[src/logic/tmr_defines.svh]
// named constants of the cascadable 8-bit timer pair
`ifndef TMR_DEFINES_SVH
`define TMR_DEFINES_SVH
// clock select codes
`define TMR_CS_HALT      3'h0
`define TMR_CS_TAP1      3'h1
`define TMR_CS_TAP2      3'h2
`define TMR_CS_TAP3      3'h3
`define TMR_CS_CASCADE   3'h4
`define TMR_CS_EXT_RISE  3'h5
`define TMR_CS_EXT_FALL  3'h6
`define TMR_CS_EXT_BOTH  3'h7
// clear select codes
`define TMR_CLR_MATCH_A  2'h1
`define TMR_CLR_MATCH_B  2'h2
`define TMR_CLR_CAPTURE  2'h3
// capture edge select codes
`define TMR_EDGE_RISE    2'h1
`define TMR_EDGE_FALL    2'h2
// output select codes
`define TMR_OUT_LOW      2'h1
`define TMR_OUT_HIGH     2'h2
`define TMR_OUT_TOGGLE   2'h3
// cpu register select codes
`define TMR_SEL_CNT_HI   3'h0
`define TMR_SEL_CNT_LO   3'h1
`define TMR_SEL_CA_HI    3'h2
`define TMR_SEL_CA_LO    3'h3
`define TMR_SEL_CB_HI    3'h4
`define TMR_SEL_CB_LO    3'h5
// flag bit positions
`define TMR_FLG_UA       0
`define TMR_FLG_UB       1
`define TMR_FLG_UO       2
`define TMR_FLG_LA       3
`define TMR_FLG_LB       4
`define TMR_FLG_LO       5
// prescaler tap bit positions
`define TMR_TAP1_BIT     1
`define TMR_TAP2_BIT     3
`define TMR_TAP3_BIT     5
// byte values and the 16-bit step
`define TMR_BYTE_ZERO    8'h00
`define TMR_BYTE_MAX     8'hFF
`define TMR_STEP         8'h01
`define TMR_STEP16       17'h00001
`endif

[src/logic/tmr_pkg.sv]
// types shared by the timer pair modules
package tmr_pkg;
	// output action, one-hot
	typedef enum logic [3:0] {
		TMR_ACT_NONE   = 4'b0001,
		TMR_ACT_LOW    = 4'b0010,
		TMR_ACT_HIGH   = 4'b0100,
		TMR_ACT_TOGGLE = 4'b1000
	} tmr_act_e;
	// clock edge detector state
	typedef struct packed {
		logic [2:0] sel_prev;
		logic       lvl_prev;
	} tmr_tick_s;
	// output pin state
	typedef struct packed {
		logic pin;
	} tmr_out_s;
	// core state of the pair
	typedef struct packed {
		logic [7:0] cnt_hi;
		logic [7:0] cnt_lo;
		logic [7:0] ca_hi;
		logic [7:0] ca_lo;
		logic [7:0] cb_hi;
		logic [7:0] cb_lo;
		logic [5:0] flags;
		logic [3:0] eq_prev;
		logic       cap_s1;
		logic       cap_s2;
		logic       cap_prev;
		logic       clk_s1;
		logic       clk_s2;
		logic       trg_s1;
		logic       trg_s2;
		logic [7:0] presc;
		logic [7:0] rdata;
		logic       conv_req;
		logic       conv_ext;
		logic       match_irq;
		logic       ovf_irq;
	} tmr_core_s;
endpackage : tmr_pkg

[src/logic/tmr_pair.sv]
// cascadable pair of 8-bit timer channels with cpu contention handling
`timescale 1ns/100ps
`include "tmr_defines.svh"
module tmr_pair import tmr_pkg::*; (
	input  wire logic       clock,
	input  wire logic       rst,
	input  wire logic [2:0] upper_clock_sel,
	input  wire logic [2:0] lower_clock_sel,
	input  wire logic [1:0] upper_clear_sel,
	input  wire logic [1:0] lower_clear_sel,
	input  wire logic [1:0] upper_out_sel_a,
	input  wire logic [1:0] upper_out_sel_b,
	input  wire logic [1:0] lower_out_sel_a,
	input  wire logic [1:0] lower_out_sel_b,
	input  wire logic       capture_enable,
	input  wire logic [1:0] capture_edge_sel,
	input  wire logic       conv_trigger_enable,
	input  wire logic       lower_match_a_ie,
	input  wire logic       lower_match_b_ie,
	input  wire logic       upper_ovf_ie,
	input  wire logic       lower_ovf_ie,
	input  wire logic [5:0] flag_clear,
	input  wire logic       ext_clock_pin,
	input  wire logic       capture_pin,
	input  wire logic       ext_conv_trigger_pin,
	input  wire logic [2:0] cpu_sel,
	input  wire logic       cpu_wr_t2,
	input  wire logic       cpu_wr_t3,
	input  wire logic       cpu_rd_t3,
	input  wire logic [7:0] cpu_wdata,
	output logic      [7:0] cpu_rdata,
	output logic      [5:0] flags,
	output logic            upper_timer_out,
	output logic            lower_timer_out,
	output logic            conv_start_req,
	output logic            conv_ext_trigger,
	output logic            lower_match_irq,
	output logic            shared_ovf_irq
);
	tmr_core_s   s;
	tmr_core_s   next_s;
	logic        cascade16;
	logic        count_match;
	logic        eq_ua;
	logic        eq_ub;
	logic        eq_la;
	logic        eq_lb;
	logic        m_ua;
	logic        m_ub;
	logic        m_la;
	logic        m_lb;
	logic        cap;
	logic        clr_hi;
	logic        clr_lo;
	logic        tick_hi;
	logic        tick_lo;
	logic        inc_hi;
	logic        inc_lo;
	logic        ovf_hi;
	logic        ovf_lo;
	logic        wr_cnt_hi;
	logic        wr_cnt_lo;
	logic        wr_cb_hi;
	logic        wr_cb_lo;
	logic [16:0] sum16;
	logic [15:0] base16;
	logic [5:0]  set_flags;
	logic [2:0]  taps;

	// ************************************************************
	// clock sources
	// ************************************************************

	// prescaler taps feed both edge detectors
	assign taps = {s.presc[`TMR_TAP3_BIT], s.presc[`TMR_TAP2_BIT], s.presc[`TMR_TAP1_BIT]};

	tmr_tick u_tick_hi (
		.clock         (clock),
		.rst           (rst),
		.clock_sel     (upper_clock_sel),
		.taps          (taps),
		.ext_level     (s.clk_s2),
		.cascade_pulse (1'b0),
		.tick          (tick_hi)
	);

	// in compare match count mode the lower byte counts upper match a
	tmr_tick u_tick_lo (
		.clock         (clock),
		.rst           (rst),
		.clock_sel     (lower_clock_sel),
		.taps          (taps),
		.ext_level     (s.clk_s2),
		.cascade_pulse (m_ua & count_match),
		.tick          (tick_lo)
	);

	// ************************************************************
	// compare, capture and clear events
	// ************************************************************

	// 16-bit count puts the upper channel in the high byte
	always_comb begin
		cascade16   = (upper_clock_sel == `TMR_CS_CASCADE);
		count_match = (lower_clock_sel == `TMR_CS_CASCADE) && !cascade16;
		eq_la = (s.cnt_lo == s.ca_lo);
		eq_lb = (s.cnt_lo == s.cb_lo) && !capture_enable;
		eq_ua = (s.cnt_hi == s.ca_hi) && (!cascade16 || eq_la);
		eq_ub = (s.cnt_hi == s.cb_hi) && !capture_enable
			&& (!cascade16 || (s.cnt_lo == s.cb_lo));
	end

	// a match fires on arrival; a T3 write to its constant kills it
	always_comb begin
		m_ua = eq_ua && !s.eq_prev[0]
			&& !(cpu_wr_t3 && (cpu_sel == `TMR_SEL_CA_HI
			|| (cascade16 && cpu_sel == `TMR_SEL_CA_LO)));
		m_ub = eq_ub && !s.eq_prev[1]
			&& !(cpu_wr_t3 && (cpu_sel == `TMR_SEL_CB_HI
			|| (cascade16 && cpu_sel == `TMR_SEL_CB_LO)));
		m_la = eq_la && !s.eq_prev[2] && !(cpu_wr_t3 && cpu_sel == `TMR_SEL_CA_LO);
		m_lb = eq_lb && !s.eq_prev[3] && !(cpu_wr_t3 && cpu_sel == `TMR_SEL_CB_LO);
	end

	// capture edge on the synchronised pin
	always_comb begin
		cap = 1'b0;
		if (capture_edge_sel == `TMR_EDGE_RISE) begin
			cap = s.cap_s2 && !s.cap_prev;
		end else if (capture_edge_sel == `TMR_EDGE_FALL) begin
			cap = !s.cap_s2 && s.cap_prev;
		end else if (capture_edge_sel != 2'h0) begin
			cap = s.cap_s2 != s.cap_prev;
		end
		cap = cap && capture_enable;
	end

	// clear sources; in 16-bit mode the lower select is ignored
	always_comb begin
		clr_hi = (upper_clear_sel == `TMR_CLR_MATCH_A && m_ua)
			|| (upper_clear_sel == `TMR_CLR_MATCH_B && m_ub)
			|| (upper_clear_sel == `TMR_CLR_CAPTURE && cap);
		clr_lo = (lower_clear_sel == `TMR_CLR_MATCH_A && m_la)
			|| (lower_clear_sel == `TMR_CLR_MATCH_B && m_lb)
			|| (lower_clear_sel == `TMR_CLR_CAPTURE && cap);
		if (cascade16) begin
			clr_lo = clr_hi;
		end
	end

	// ************************************************************
	// counter and constant registers
	// ************************************************************

	always_comb begin
		wr_cnt_hi = cpu_wr_t3 && cpu_sel == `TMR_SEL_CNT_HI;
		wr_cnt_lo = cpu_wr_t3 && cpu_sel == `TMR_SEL_CNT_LO;
		wr_cb_hi  = cpu_wr_t3 && cpu_sel == `TMR_SEL_CB_HI;
		wr_cb_lo  = cpu_wr_t3 && cpu_sel == `TMR_SEL_CB_LO;
		inc_hi    = cascade16 ? 1'b0 : tick_hi;
		inc_lo    = tick_lo;
		sum16     = {1'b0, s.cnt_hi, s.cnt_lo} + `TMR_STEP16;
		// an increment in T2 is applied, the T3 write then lands
		base16    = inc_lo ? sum16[15:0] : {s.cnt_hi, s.cnt_lo};
		ovf_lo    = inc_lo && s.cnt_lo == `TMR_BYTE_MAX && !clr_lo && !wr_cnt_lo;
		ovf_hi    = cascade16 ? (inc_lo && sum16[16] && !clr_hi && !wr_cnt_hi)
			: (inc_hi && s.cnt_hi == `TMR_BYTE_MAX && !clr_hi && !wr_cnt_hi);
	end

	always_comb begin
		next_s = s;
		// synchronisers; the first stage feeds only the second
		next_s.cap_s1   = capture_pin;
		next_s.cap_s2   = s.cap_s1;
		next_s.cap_prev = s.cap_s2;
		next_s.clk_s1   = ext_clock_pin;
		next_s.clk_s2   = s.clk_s1;
		next_s.trg_s1   = ext_conv_trigger_pin;
		next_s.trg_s2   = s.trg_s1;
		next_s.presc    = s.presc + `TMR_STEP;
		next_s.eq_prev  = {eq_lb, eq_la, eq_ub, eq_ua};

		// counters: clear, then write, then increment
		if (cascade16) begin
			// the byte not written still takes its increment
			next_s.cnt_hi = wr_cnt_hi ? cpu_wdata : base16[15:8];
			next_s.cnt_lo = wr_cnt_lo ? cpu_wdata : base16[7:0];
		end else begin
			if (wr_cnt_hi) begin
				next_s.cnt_hi = cpu_wdata;
			end else if (inc_hi) begin
				next_s.cnt_hi = s.cnt_hi + `TMR_STEP;
			end
			if (wr_cnt_lo) begin
				next_s.cnt_lo = cpu_wdata;
			end else if (inc_lo) begin
				next_s.cnt_lo = s.cnt_lo + `TMR_STEP;
			end
		end
		// a capture clear drops the increment too
		if (clr_hi && cascade16) begin
			next_s.cnt_hi = `TMR_BYTE_ZERO;
		end else if (clr_hi) begin
			next_s.cnt_hi = `TMR_BYTE_ZERO;
		end
		if (clr_lo) begin
			next_s.cnt_lo = `TMR_BYTE_ZERO;
		end

		// constant a registers take the write
		if (cpu_wr_t3 && cpu_sel == `TMR_SEL_CA_HI) begin
			next_s.ca_hi = cpu_wdata;
		end
		if (cpu_wr_t3 && cpu_sel == `TMR_SEL_CA_LO) begin
			next_s.ca_lo = cpu_wdata;
		end
		// capture takes the pre-clear count and beats the write
		if (cap) begin
			next_s.cb_lo = s.cnt_lo;
			if (cascade16) begin
				next_s.cb_hi = s.cnt_hi;
			end else if (wr_cb_hi) begin
				next_s.cb_hi = cpu_wdata;
			end
		end else begin
			if (wr_cb_hi) begin
				next_s.cb_hi = cpu_wdata;
			end
			if (wr_cb_lo) begin
				next_s.cb_lo = cpu_wdata;
			end
		end

		// flags: a set in the clearing cycle wins
		set_flags = '0;
		set_flags[`TMR_FLG_UA] = m_ua;
		set_flags[`TMR_FLG_UB] = m_ub || (cap && cascade16);
		set_flags[`TMR_FLG_UO] = ovf_hi;
		set_flags[`TMR_FLG_LA] = m_la;
		set_flags[`TMR_FLG_LB] = m_lb || cap;
		set_flags[`TMR_FLG_LO] = ovf_lo;
		next_s.flags = (s.flags & ~flag_clear) | set_flags;

		// converter start only from the upper match a flag set
		next_s.conv_req = m_ua && conv_trigger_enable;
		// external trigger pin is masked while enabled
		next_s.conv_ext = s.trg_s2 && !conv_trigger_enable;
		// both lower match sources share one request
		next_s.match_irq = (next_s.flags[`TMR_FLG_LA] && lower_match_a_ie)
			|| (next_s.flags[`TMR_FLG_LB] && lower_match_b_ie);
		// either overflow drives the shared request
		next_s.ovf_irq = (next_s.flags[`TMR_FLG_UO] && upper_ovf_ie)
			|| (next_s.flags[`TMR_FLG_LO] && lower_ovf_ie);

		// read data comes from the old state, so a capture is not seen
		if (cpu_rd_t3) begin
			if (cpu_sel == `TMR_SEL_CNT_HI) begin
				next_s.rdata = s.cnt_hi;
			end else if (cpu_sel == `TMR_SEL_CNT_LO) begin
				next_s.rdata = s.cnt_lo;
			end else if (cpu_sel == `TMR_SEL_CA_HI) begin
				next_s.rdata = s.ca_hi;
			end else if (cpu_sel == `TMR_SEL_CA_LO) begin
				next_s.rdata = s.ca_lo;
			end else if (cpu_sel == `TMR_SEL_CB_HI) begin
				next_s.rdata = s.cb_hi;
			end else if (cpu_sel == `TMR_SEL_CB_LO) begin
				next_s.rdata = s.cb_lo;
			end else begin
				next_s.rdata = `TMR_BYTE_ZERO;
			end
		end
	end

	// constants reset to all ones so no match fires at start
	always_ff @(posedge clock) begin
		if (rst) begin
			s       <= '0;
			s.ca_hi <= `TMR_BYTE_MAX;
			s.ca_lo <= `TMR_BYTE_MAX;
			s.cb_hi <= `TMR_BYTE_MAX;
			s.cb_lo <= `TMR_BYTE_MAX;
		end else begin
			s <= next_s;
		end
	end

	// ************************************************************
	// outputs
	// ************************************************************

	tmr_outctl u_out_hi (
		.clock   (clock),
		.rst     (rst),
		.match_a (m_ua),
		.match_b (m_ub),
		.sel_a   (upper_out_sel_a),
		.sel_b   (upper_out_sel_b),
		.pin     (upper_timer_out)
	);

	tmr_outctl u_out_lo (
		.clock   (clock),
		.rst     (rst),
		.match_a (m_la),
		.match_b (m_lb),
		.sel_a   (lower_out_sel_a),
		.sel_b   (lower_out_sel_b),
		.pin     (lower_timer_out)
	);

	assign cpu_rdata        = s.rdata;
	assign flags            = s.flags;
	assign conv_start_req   = s.conv_req;
	assign conv_ext_trigger = s.conv_ext;
	assign lower_match_irq  = s.match_irq;
	assign shared_ovf_irq   = s.ovf_irq;

	// ************************************************************
	// assertions
	// ************************************************************

	property p_conv_req;
		@(posedge clock) disable iff (rst)
		conv_start_req |-> $past(conv_trigger_enable) && s.flags[`TMR_FLG_UA];
	endproperty
	a_conv_req: assert property (p_conv_req) else $error("stray converter start");

	property p_ext_block;
		@(posedge clock) disable iff (rst)
		$past(conv_trigger_enable) |-> !conv_ext_trigger;
	endproperty
	a_ext_block: assert property (p_ext_block) else $error("trigger pin not masked");

	property p_clear_a;
		@(posedge clock) disable iff (rst)
		upper_clear_sel == `TMR_CLR_MATCH_A && m_ua |=> s.cnt_hi == `TMR_BYTE_ZERO;
	endproperty
	a_clear_a: assert property (p_clear_a) else $error("match a did not clear");

	property p_wr_clear;
		@(posedge clock) disable iff (rst)
		wr_cnt_lo && clr_lo |=> s.cnt_lo == `TMR_BYTE_ZERO;
	endproperty
	a_wr_clear: assert property (p_wr_clear) else $error("write beat the clear");

	property p_wr_inc;
		@(posedge clock) disable iff (rst)
		!cascade16 && wr_cnt_lo && inc_lo && !clr_lo |=> s.cnt_lo == $past(cpu_wdata);
	endproperty
	a_wr_inc: assert property (p_wr_inc) else $error("increment beat the write");

	property p_rd_cap;
		@(posedge clock) disable iff (rst)
		cpu_rd_t3 && cpu_sel == `TMR_SEL_CB_LO && cap |=> cpu_rdata == $past(s.cb_lo);
	endproperty
	a_rd_cap: assert property (p_rd_cap) else $error("read saw the capture");

	property p_cap_clr;
		@(posedge clock) disable iff (rst)
		!cascade16 && cap && lower_clear_sel == `TMR_CLR_CAPTURE
			|=> s.cnt_lo == `TMR_BYTE_ZERO && s.cb_lo == $past(s.cnt_lo);
	endproperty
	a_cap_clr: assert property (p_cap_clr) else $error("capture clear wrong");

	property p_cap_wr;
		@(posedge clock) disable iff (rst)
		cap && wr_cb_lo |=> s.cb_lo == $past(s.cnt_lo);
	endproperty
	a_cap_wr: assert property (p_cap_wr) else $error("write beat the capture");

	property p_byte_wr;
		@(posedge clock) disable iff (rst)
		cascade16 && wr_cnt_hi && inc_lo && !clr_hi
			|=> s.cnt_hi == $past(cpu_wdata) && s.cnt_lo == $past(s.cnt_lo) + `TMR_STEP;
	endproperty
	a_byte_wr: assert property (p_byte_wr) else $error("byte write mishandled");

	property p_t2_inc;
		@(posedge clock) disable iff (rst)
		cascade16 && cpu_wr_t2 && !cpu_wr_t3 && inc_lo && !clr_hi
			|=> {s.cnt_hi, s.cnt_lo} == $past(sum16[15:0]);
	endproperty
	a_t2_inc: assert property (p_t2_inc) else $error("T2 increment lost");

	property p_ovf_irq;
		@(posedge clock) disable iff (rst)
		ovf_hi && upper_ovf_ie |=> shared_ovf_irq;
	endproperty
	a_ovf_irq: assert property (p_ovf_irq) else $error("shared overflow missing");
endmodule : tmr_pair

[src/logic/tmr_tick.sv]
// counter clock generation from the selected source
`timescale 1ns/100ps
`include "tmr_defines.svh"
module tmr_tick import tmr_pkg::*; (
	input  wire logic       clock,
	input  wire logic       rst,
	input  wire logic [2:0] clock_sel,
	input  wire logic [2:0] taps,
	input  wire logic       ext_level,
	input  wire logic       cascade_pulse,
	output logic            tick
);
	tmr_tick_s s;
	tmr_tick_s next_s;
	logic      lvl;
	logic      sel_changed;

	// level of the source; a halted source reads as high
	always_comb begin
		next_s      = s;
		lvl         = 1'b1;
		sel_changed = (clock_sel != s.sel_prev);
		case (clock_sel)
			`TMR_CS_TAP1:     lvl = taps[0];
			`TMR_CS_TAP2:     lvl = taps[1];
			`TMR_CS_TAP3:     lvl = taps[2];
			`TMR_CS_EXT_RISE: lvl = ext_level;
			`TMR_CS_EXT_FALL: lvl = ~ext_level;
			`TMR_CS_EXT_BOTH: lvl = ext_level;
			default:          lvl = 1'b1;
		endcase
		// rising edge of the level gives a count
		// internal and external sources share this path, so a switch may count
		// old low to new high looks like an edge
		tick = lvl & ~s.lvl_prev;
		// old low to new low is still taken as an edge
		// old high never adds a count on a switch
		if (sel_changed && !s.lvl_prev) begin
			tick = 1'b1;
		end
		if (clock_sel == `TMR_CS_EXT_BOTH && !sel_changed && s.lvl_prev && !lvl) begin
			tick = 1'b1;
		end
		if (clock_sel == `TMR_CS_CASCADE) begin
			tick = cascade_pulse;
		end
		next_s.lvl_prev = lvl;
		next_s.sel_prev = clock_sel;
	end

	// lvl_prev resets high so reset release never counts
	always_ff @(posedge clock) begin
		if (rst) begin
			s <= '{sel_prev: `TMR_CS_HALT, lvl_prev: 1'b1};
		end else begin
			s <= next_s;
		end
	end
endmodule : tmr_tick

[src/logic/tmr_outctl.sv]
// timer output pin driven by compare matches a and b
`timescale 1ns/100ps
`include "tmr_defines.svh"
module tmr_outctl import tmr_pkg::*; (
	input  wire logic       clock,
	input  wire logic       rst,
	input  wire logic       match_a,
	input  wire logic       match_b,
	input  wire logic [1:0] sel_a,
	input  wire logic [1:0] sel_b,
	output logic            pin
);
	tmr_out_s s;
	tmr_out_s next_s;
	tmr_act_e act_a;
	tmr_act_e act_b;
	tmr_act_e act;

	function automatic tmr_act_e decode(input logic hit, input logic [1:0] code);
		tmr_act_e r;
		r = TMR_ACT_NONE;
		if (hit) begin
			case (code)
				`TMR_OUT_LOW:    r = TMR_ACT_LOW;
				`TMR_OUT_HIGH:   r = TMR_ACT_HIGH;
				`TMR_OUT_TOGGLE: r = TMR_ACT_TOGGLE;
				default:         r = TMR_ACT_NONE;
			endcase
		end
		return r;
	endfunction : decode

	// a high on a, low on b gives a pulse with no software
	// coinciding matches: toggle, then high, then low, then none
	always_comb begin
		next_s = s;
		act_a  = decode(match_a, sel_a);
		act_b  = decode(match_b, sel_b);
		act    = (act_a > act_b) ? act_a : act_b;
		case (act)
			TMR_ACT_LOW:    next_s.pin = 1'b0;
			TMR_ACT_HIGH:   next_s.pin = 1'b1;
			TMR_ACT_TOGGLE: next_s.pin = ~s.pin;
			default:        next_s.pin = s.pin;
		endcase
		pin = s.pin;
	end

	always_ff @(posedge clock) begin
		if (rst) begin
			s <= '0;
		end else begin
			s <= next_s;
		end
	end

	property p_out_prio;
		@(posedge clock) disable iff (rst)
		match_a && match_b && sel_a == `TMR_OUT_TOGGLE |=> pin != $past(pin);
	endproperty
	a_out_prio: assert property (p_out_prio) else $error("toggle lost to other action");

	property p_out_pulse;
		@(posedge clock) disable iff (rst)
		match_a && !match_b && sel_a == `TMR_OUT_HIGH ##1 match_b && !match_a
			&& sel_b == `TMR_OUT_LOW |=> !pin;
	endproperty
	a_out_pulse: assert property (p_out_pulse) else $error("pulse not ended by b");
endmodule : tmr_outctl

[config.mk]
export PLATFORM = sky130hd
export DESIGN_NAME = tmr_pair
export DESIGN_NICKNAME = d
export VERILOG_FILES = /design/src/logic/tmr_pkg.sv /design/src/logic/tmr_pair.sv /design/src/logic/tmr_tick.sv /design/src/logic/tmr_outctl.sv
export VERILOG_INCLUDE_DIRS = /design/src /design/src/logic
export SDC_FILE = /design/constraint.sdc
export NUM_CORES = 1
export LEC_CHECK = 0
export ABC_AREA = 1
export BUFFER_PORTS_ARGS = -buffer_cell sky130_fd_sc_hd__clkbuf_2
export CORE_MARGIN = 5
export CORE_UTILIZATION = 38
export DETAILED_ROUTE_END_ITERATION = 8
export SETUP_SLACK_MARGIN = 0.1
export SLEW_MARGIN = 10
export SYNTH_ARGS = -nofsm -noshare
export SYNTH_HDL_FRONTEND = slang
export SYNTH_SLANG_ARGS = --single-unit
[constraint.sdc]
create_clock -name clock -period 2.6 [get_ports clock]
set_clock_uncertainty 0.05 [all_clocks]
set_input_delay 0.39 -clock clock [delete_from_list [all_inputs] [get_ports clock]]
set_output_delay 0.39 -clock clock [all_outputs]
set_load 0.02 [all_outputs]
# After elaboration in Yosys (flattened, before gate mapping)
# Index checks and enable logic that the tools add are counted.
[op_classes]
n_mux = 43
n_addsub = 4
n_eq_ne = 55
magnitude_cmp = 2
bitwise = 11
reduce_logical = 104
[ops]
columns = ["operator", "n"]
rows = [
  ["two-way mux 8 bit", 15],
  ["logical AND 1 bit", 57],
  ["two-way mux 16 bit", 3],
  ["one-hot mux 4 bit (3 select lines)", 4],
  ["equality test 8 bit", 4],
  ["equality test 3 bit, second input constant", 10],
  ["equality test 2 bit, second input constant", 13],
  ["adder 8 x 1 -> 8 bit, second input constant", 3],
  ["two-way mux 4 bit", 6],
  ["logical NOT 1 bit", 23],
  ["equality test 3 x 2 -> 1 bit, second input constant", 6],
  ["adder 16 x 1 -> 17 bit, second input constant", 1],
  ["equality test 8 bit, second input constant", 2],
  ["equality test 2 x 1 -> 1 bit, second input constant", 7],
  ["logical OR 1 bit", 12],
  ["two-way mux 1 bit", 11],
  ["one-hot mux 1 bit (5 select lines)", 2],
  ["equality test 3 x 1 -> 1 bit, second input constant", 3],
  ["nonzero test 3 bit", 3],
  ["equality test 4 x 2 -> 1 bit, second input constant", 2],
  ["equality test 4 x 3 -> 1 bit, second input constant", 2],
  ["equality test 4 bit, second input constant", 2],
  ["> comparator 4 bit", 2],
  ["AND 6 bit", 1],
  ["13 further kinds", 25],
]
[word_totals]
register_bits = 95
word_cells = 246
out_inout_bits = 20
input_bits = 51

# Depth between registers and ports, before layout
[depth]
depth_word = 16
depth_mapped = 26
depth_no_buf = 25

# By module
# Synthesis repeated with hierarchy kept, for this count alone.
[hier_totals]
hier_cells = 872
area_unflattened_um2 = 5683.0
[by_module_without_submodules]
columns = ["module", "n_inst", "seq_area_each_um2", "area_each_um2", "cells_each"]
rows = [
  ["tmr_pair", 1, 1661.6, 4657.0, 702],
  ["tmr_tick", 2, 80.1, 265.3, 41],
  ["tmr_outctl", 2, 20.0, 247.7, 44],
]

# Least setup slack after synthesis
# OpenSTA, ideal clock, no wires.
[synth_timing]
path_type = "register to register"
startpoint = "register s[75] (netlist bit)"
endpoint = "register u_out_lo.s, in the netlist u_out_lo.pin"
t_required_ns = 2.440
path_stages_with_launch = 23
arrival_ns = 2.590
setup_time_ns = 0.110
n_path_buf = 1
synth_period_minus_slack_ns = 2.750
path_slack_ns = -0.150
path_cell_list = "dfxtp_1 buf_2 xnor2_1 nand2_1 nor2_1 nand2_1 clkinv_1 nand2_1 nor2_2 inv_1 nor2_1 nand2_1 ha_1 nand2_1 inv_1 o21ai_0 a32oi_1 nand4_1 and2_0 nand3_1 nand3_1 nand2_1 inv_1"
[synth_via]
elab_chain_cells = 9
word_cells_on_any_way = 16
classes_between = "order compare (1); eq/ne (5); mux (4); reduce/logical (6)"
[synth_lines]
columns = ["element", "line", "source"]
rows = [
  ["start, declared", "tmr_pair.sv:40", "tmr_core_s s;"],
  ["start signal, assigned", "tmr_pair.sv:284", "s <= next_s;"],
  ["equality test 8 bit", "tmr_pair.sv:107", "eq_lb = (s.cnt_lo == s.cb_lo) && !capture_enable;"],
  ["logical AND 1 bit", "tmr_pair.sv:107", ""],
  ["logical AND 1 bit (2 in series)", "tmr_pair.sv:122", "m_lb = eq_lb && !s.eq_prev[3] && !(cpu_wr_t3 && cpu_sel == `TMR_SEL_CB_LO);"],
  ["two-way mux 4 bit", "tmr_outctl.sv:22", "if (hit) begin"],
  ["> comparator 4 bit", "tmr_outctl.sv:39", "act = (act_a > act_b) ? act_a : act_b;"],
  ["two-way mux 4 bit (*)", "tmr_outctl.sv:39", ""],
  ["equality test 4 bit (tied with other cells)", "tmr_outctl.sv:40", "case (act)"],
  ["one-hot mux 1 bit (3 select lines) / nonzero test 3 bit (equally long branches)", "n/a", ""],
  ["end signal, assigned", "tmr_outctl.sv:53", "s <= next_s;"],
  ["end, declared", "tmr_outctl.sv:13", "tmr_out_s s;"],
]
# Mark *: on every way between the ends. The rest lies on a longest branch, timed or not.
# A chain may end at the register's enable or synchronous reset.

# Worst setup path after layout
# Ends and elaborated chain as after synthesis.

==> results.cfg <==
[run_status]
status = finished with violations
violations = negative setup slack

[layout]
final_common_cell = nand2_1
multiInputGateArea_mm2 = 0.00342
fill_cells = 1497
drive_gt1_share_pct = 31.7
final_nets = 1089
fin_util_pct = 51.6
regArea_mm2 = 0.00189
final_cell_mix = 181 x nand2_1, 134 x buf_4, 105 x inv_1
antenna_cells = 0
area_delta_synth_final_pct = 34.3

[critical_path]
path_buf_inv = 5
worstPathCellList = xnor2_2, nand2_1, nor2_2, nand2_2, inv_4, nand2_4, nor2_4, inv_2, nor2_4, nand2_1, ha_1, nand2_2, inv_2, o21ai_2, a32oi_2, buf_4, nand4_1, and2_1, nand3_1, nand3_1, nand2_1, inv_1
slowest_stage = dfxtp_4
required_ns = 2.81
path_max_fanout = 5
cp-end-kind = flip-flop
ff2ff_setup_slack_ns = -0.21
cpMostUsedCell = nand2_1
crit_path_start_kind = flip-flop
critPathKind = flip-flop to flip-flop
max_stage_delay_ns = 0.36
cp_top_family = simple AND/OR/NAND/NOR gates
crit_arrival_ns = 3.01

[global_routing]
antenna_found_initial = 0
grt_pass1_vias = 5637
grt_pass1_wl_um = 29400
grt_max_degree = 28
grt_util_all_layers_pct = 20.7
grt-ovfl-total = 0

[sta]
relSlewSlack_pct = 59.2
tns_ns = -0.368
fin_ws_ns = -0.207
rsz0062_at_grt = true
fin_crit_sh_pct = 108
hold_viol = 0
finalSetupViolCount = 2
max_freq_ghz = 0.356
drv_slew = 0
finalCriticalPeriod_ns = 2.81
worst_pin_slew_ns = 0.611

[logic_synthesis]
synth_edf_count = 0
yosys_warnings = 0
syn_area_mm2 = 0.00577
synth-async-reset-ratio_pct = 0
synth_flop_cell = dfxtp_1
synth_seq_cells = 93
synth.avg_cell_area_um2 = 6.80
synth_top_cell_area_share_pct = 32.3
ys_types = 47
yosys-top-cells-area = dfxtp_1 32%, nand2_1 12%, inv_1 7.3%
synth.largest_area_cell = dfxtp_1
syn_inst = 849
syn-num-nets = 913
ys_seq_area_share_pct = 32.3

[drt]
vias = 6050
dr_wl_met2_um = 8390
final_antenna_net_count = 0
topRoutingLayerUsed = met4
wl_per_cell_um = 14.9
wl_met1_um = 8280
drc_errors = 0
firstDrtPassIters = 5
viasPerCell = 4.97
drt_iter0_drc = 501
routed_wirelength_um = 18100
dr_wl_met3_um = 996

[placed_design]
place_hpwl_um = 13800
place.gp.congestion = 0.953
dpl_worst_slack_ns = -0.317
port_buffers = 69

[floorplanning]
row_count = 45
die_x_um = 133
io_pins = 71
core_mm2 = 0.0150
die_height_um = 133
initial_core_util_pct = 38.4
dieArea_mm2 = 0.0178

[clocking]
cts_root_buffer = clkbuf_16
cts_tree = yes
clock_path_buffers = 2
htreeDepth = 3
clock_sinks = 93
clock_latency_ns = 0.36
cts_hold_buf = 0
clk_pin_slew_ns = 0.07
cts_buffers = 9

[run]
maxCapViolCount = 0

[power]
cellPowerDensity_mw_per_mm2 = 469
irDropWorstVdd_uv = 353
power.leakage_nw = 3.72

[min_path]
min-delay-path-class = primary input to flip-flop
==> power breakdown <==
group | leakage, nW | switching, W | internal (W)
logic | 2.80 | 0.000375 | 0.000264
registers | 0.767 | 0.0000485 | 0.00149
clock network | 0.152 | 0.000612 | 0.000847
==> per-layer routing <==
layer / track usage (%) / vias to the layer above
met2: 33.2 / 192
met3: 2.57 / 28
met4: 7.66 / 0
li1: - / 3127
met5: 0 / -
met1: 28.6 / 2703
==> final timing paths <==
check | startpoint | end | depth (start not counted)
max | s[75] | u_out_lo.pin | 22
min | conv_trigger_enable | conv_ext_trigger | 2
max reg2reg | s[75] | u_out_lo.pin | 22
min reg2reg | next_s[22] | s[22] | 2
==> repair_timing <==
item	CTS	global route
pin swaps	23	27
setup buffers	11	6
cloned	0	0
resized for setup	29	35
endpoints found under the setup margin	2	3
==> kinds of logic after synthesis <==
group,Yosys count,share of synthesized area [%]
AO/OA/AOI/OAI,187,19.8
XOR/XNOR,30,4.55
buffers and inverters,166,12.6
flip-flops,93,32.3
AND/OR/NAND/NOR,360,28.0
adder cells (fa/ha/maj),13,2.82
==> cells in the mapped netlist, types with 8 or more instances <==
cell / number
xor2_1: 19
nand4_1: 15
xnor2_1: 11
o211ai_1: 42
inv_1: 112
dfxtp_1: 93
nand2_1: 189
nor2_1: 78
nand2_2: 8
clkbuf_1: 16
ha_1: 13
o21ai_0: 55
o21ai_1: 9
buf_4: 15
nor3_1: 11
nand3_1: 32
a21oi_1: 50
nor2_2: 8
==> stage by stage <==
stage	hold slack, ns	cells	area [um^2]	power, W
6_report	0.161	1218	7750	0.00363
3_3_place_gp	0.338	1185	7070	0.00218
2_1_floorplan	0.338	849	5850	0.00191
3_5_place_dp	0.343	1185	7070	0.00218
4_1_cts	0.149	1212	7540	0.00365
5_1_grt	0.161	1218	7750	0.00380
==> final cells by class <==
class | instances | area share [%]
inverter | 124 | 6.23
clock buffer | 9 | 2.91
timing repair buffer | 207 | 18.0
clock inverter | 7 | 1.26
tap | 188 | 3.03
multi-input combinational | 590 | 44.2
sequential | 93 | 24.4
==> flip-flops by register name, indices dropped and copies added (netlist names) <==
name and cells:
conv_ext_trigger 1, conv_start_req 1, cpu_rdata 8, flags 6
lower_match_irq 1, next_s 4, s 61, shared_ovf_irq 1
u_out_hi.pin 1, u_out_lo.pin 1, u_tick_hi.s 4, u_tick_lo.s 4
Note: power is estimated with default switching activity, not from simulation.
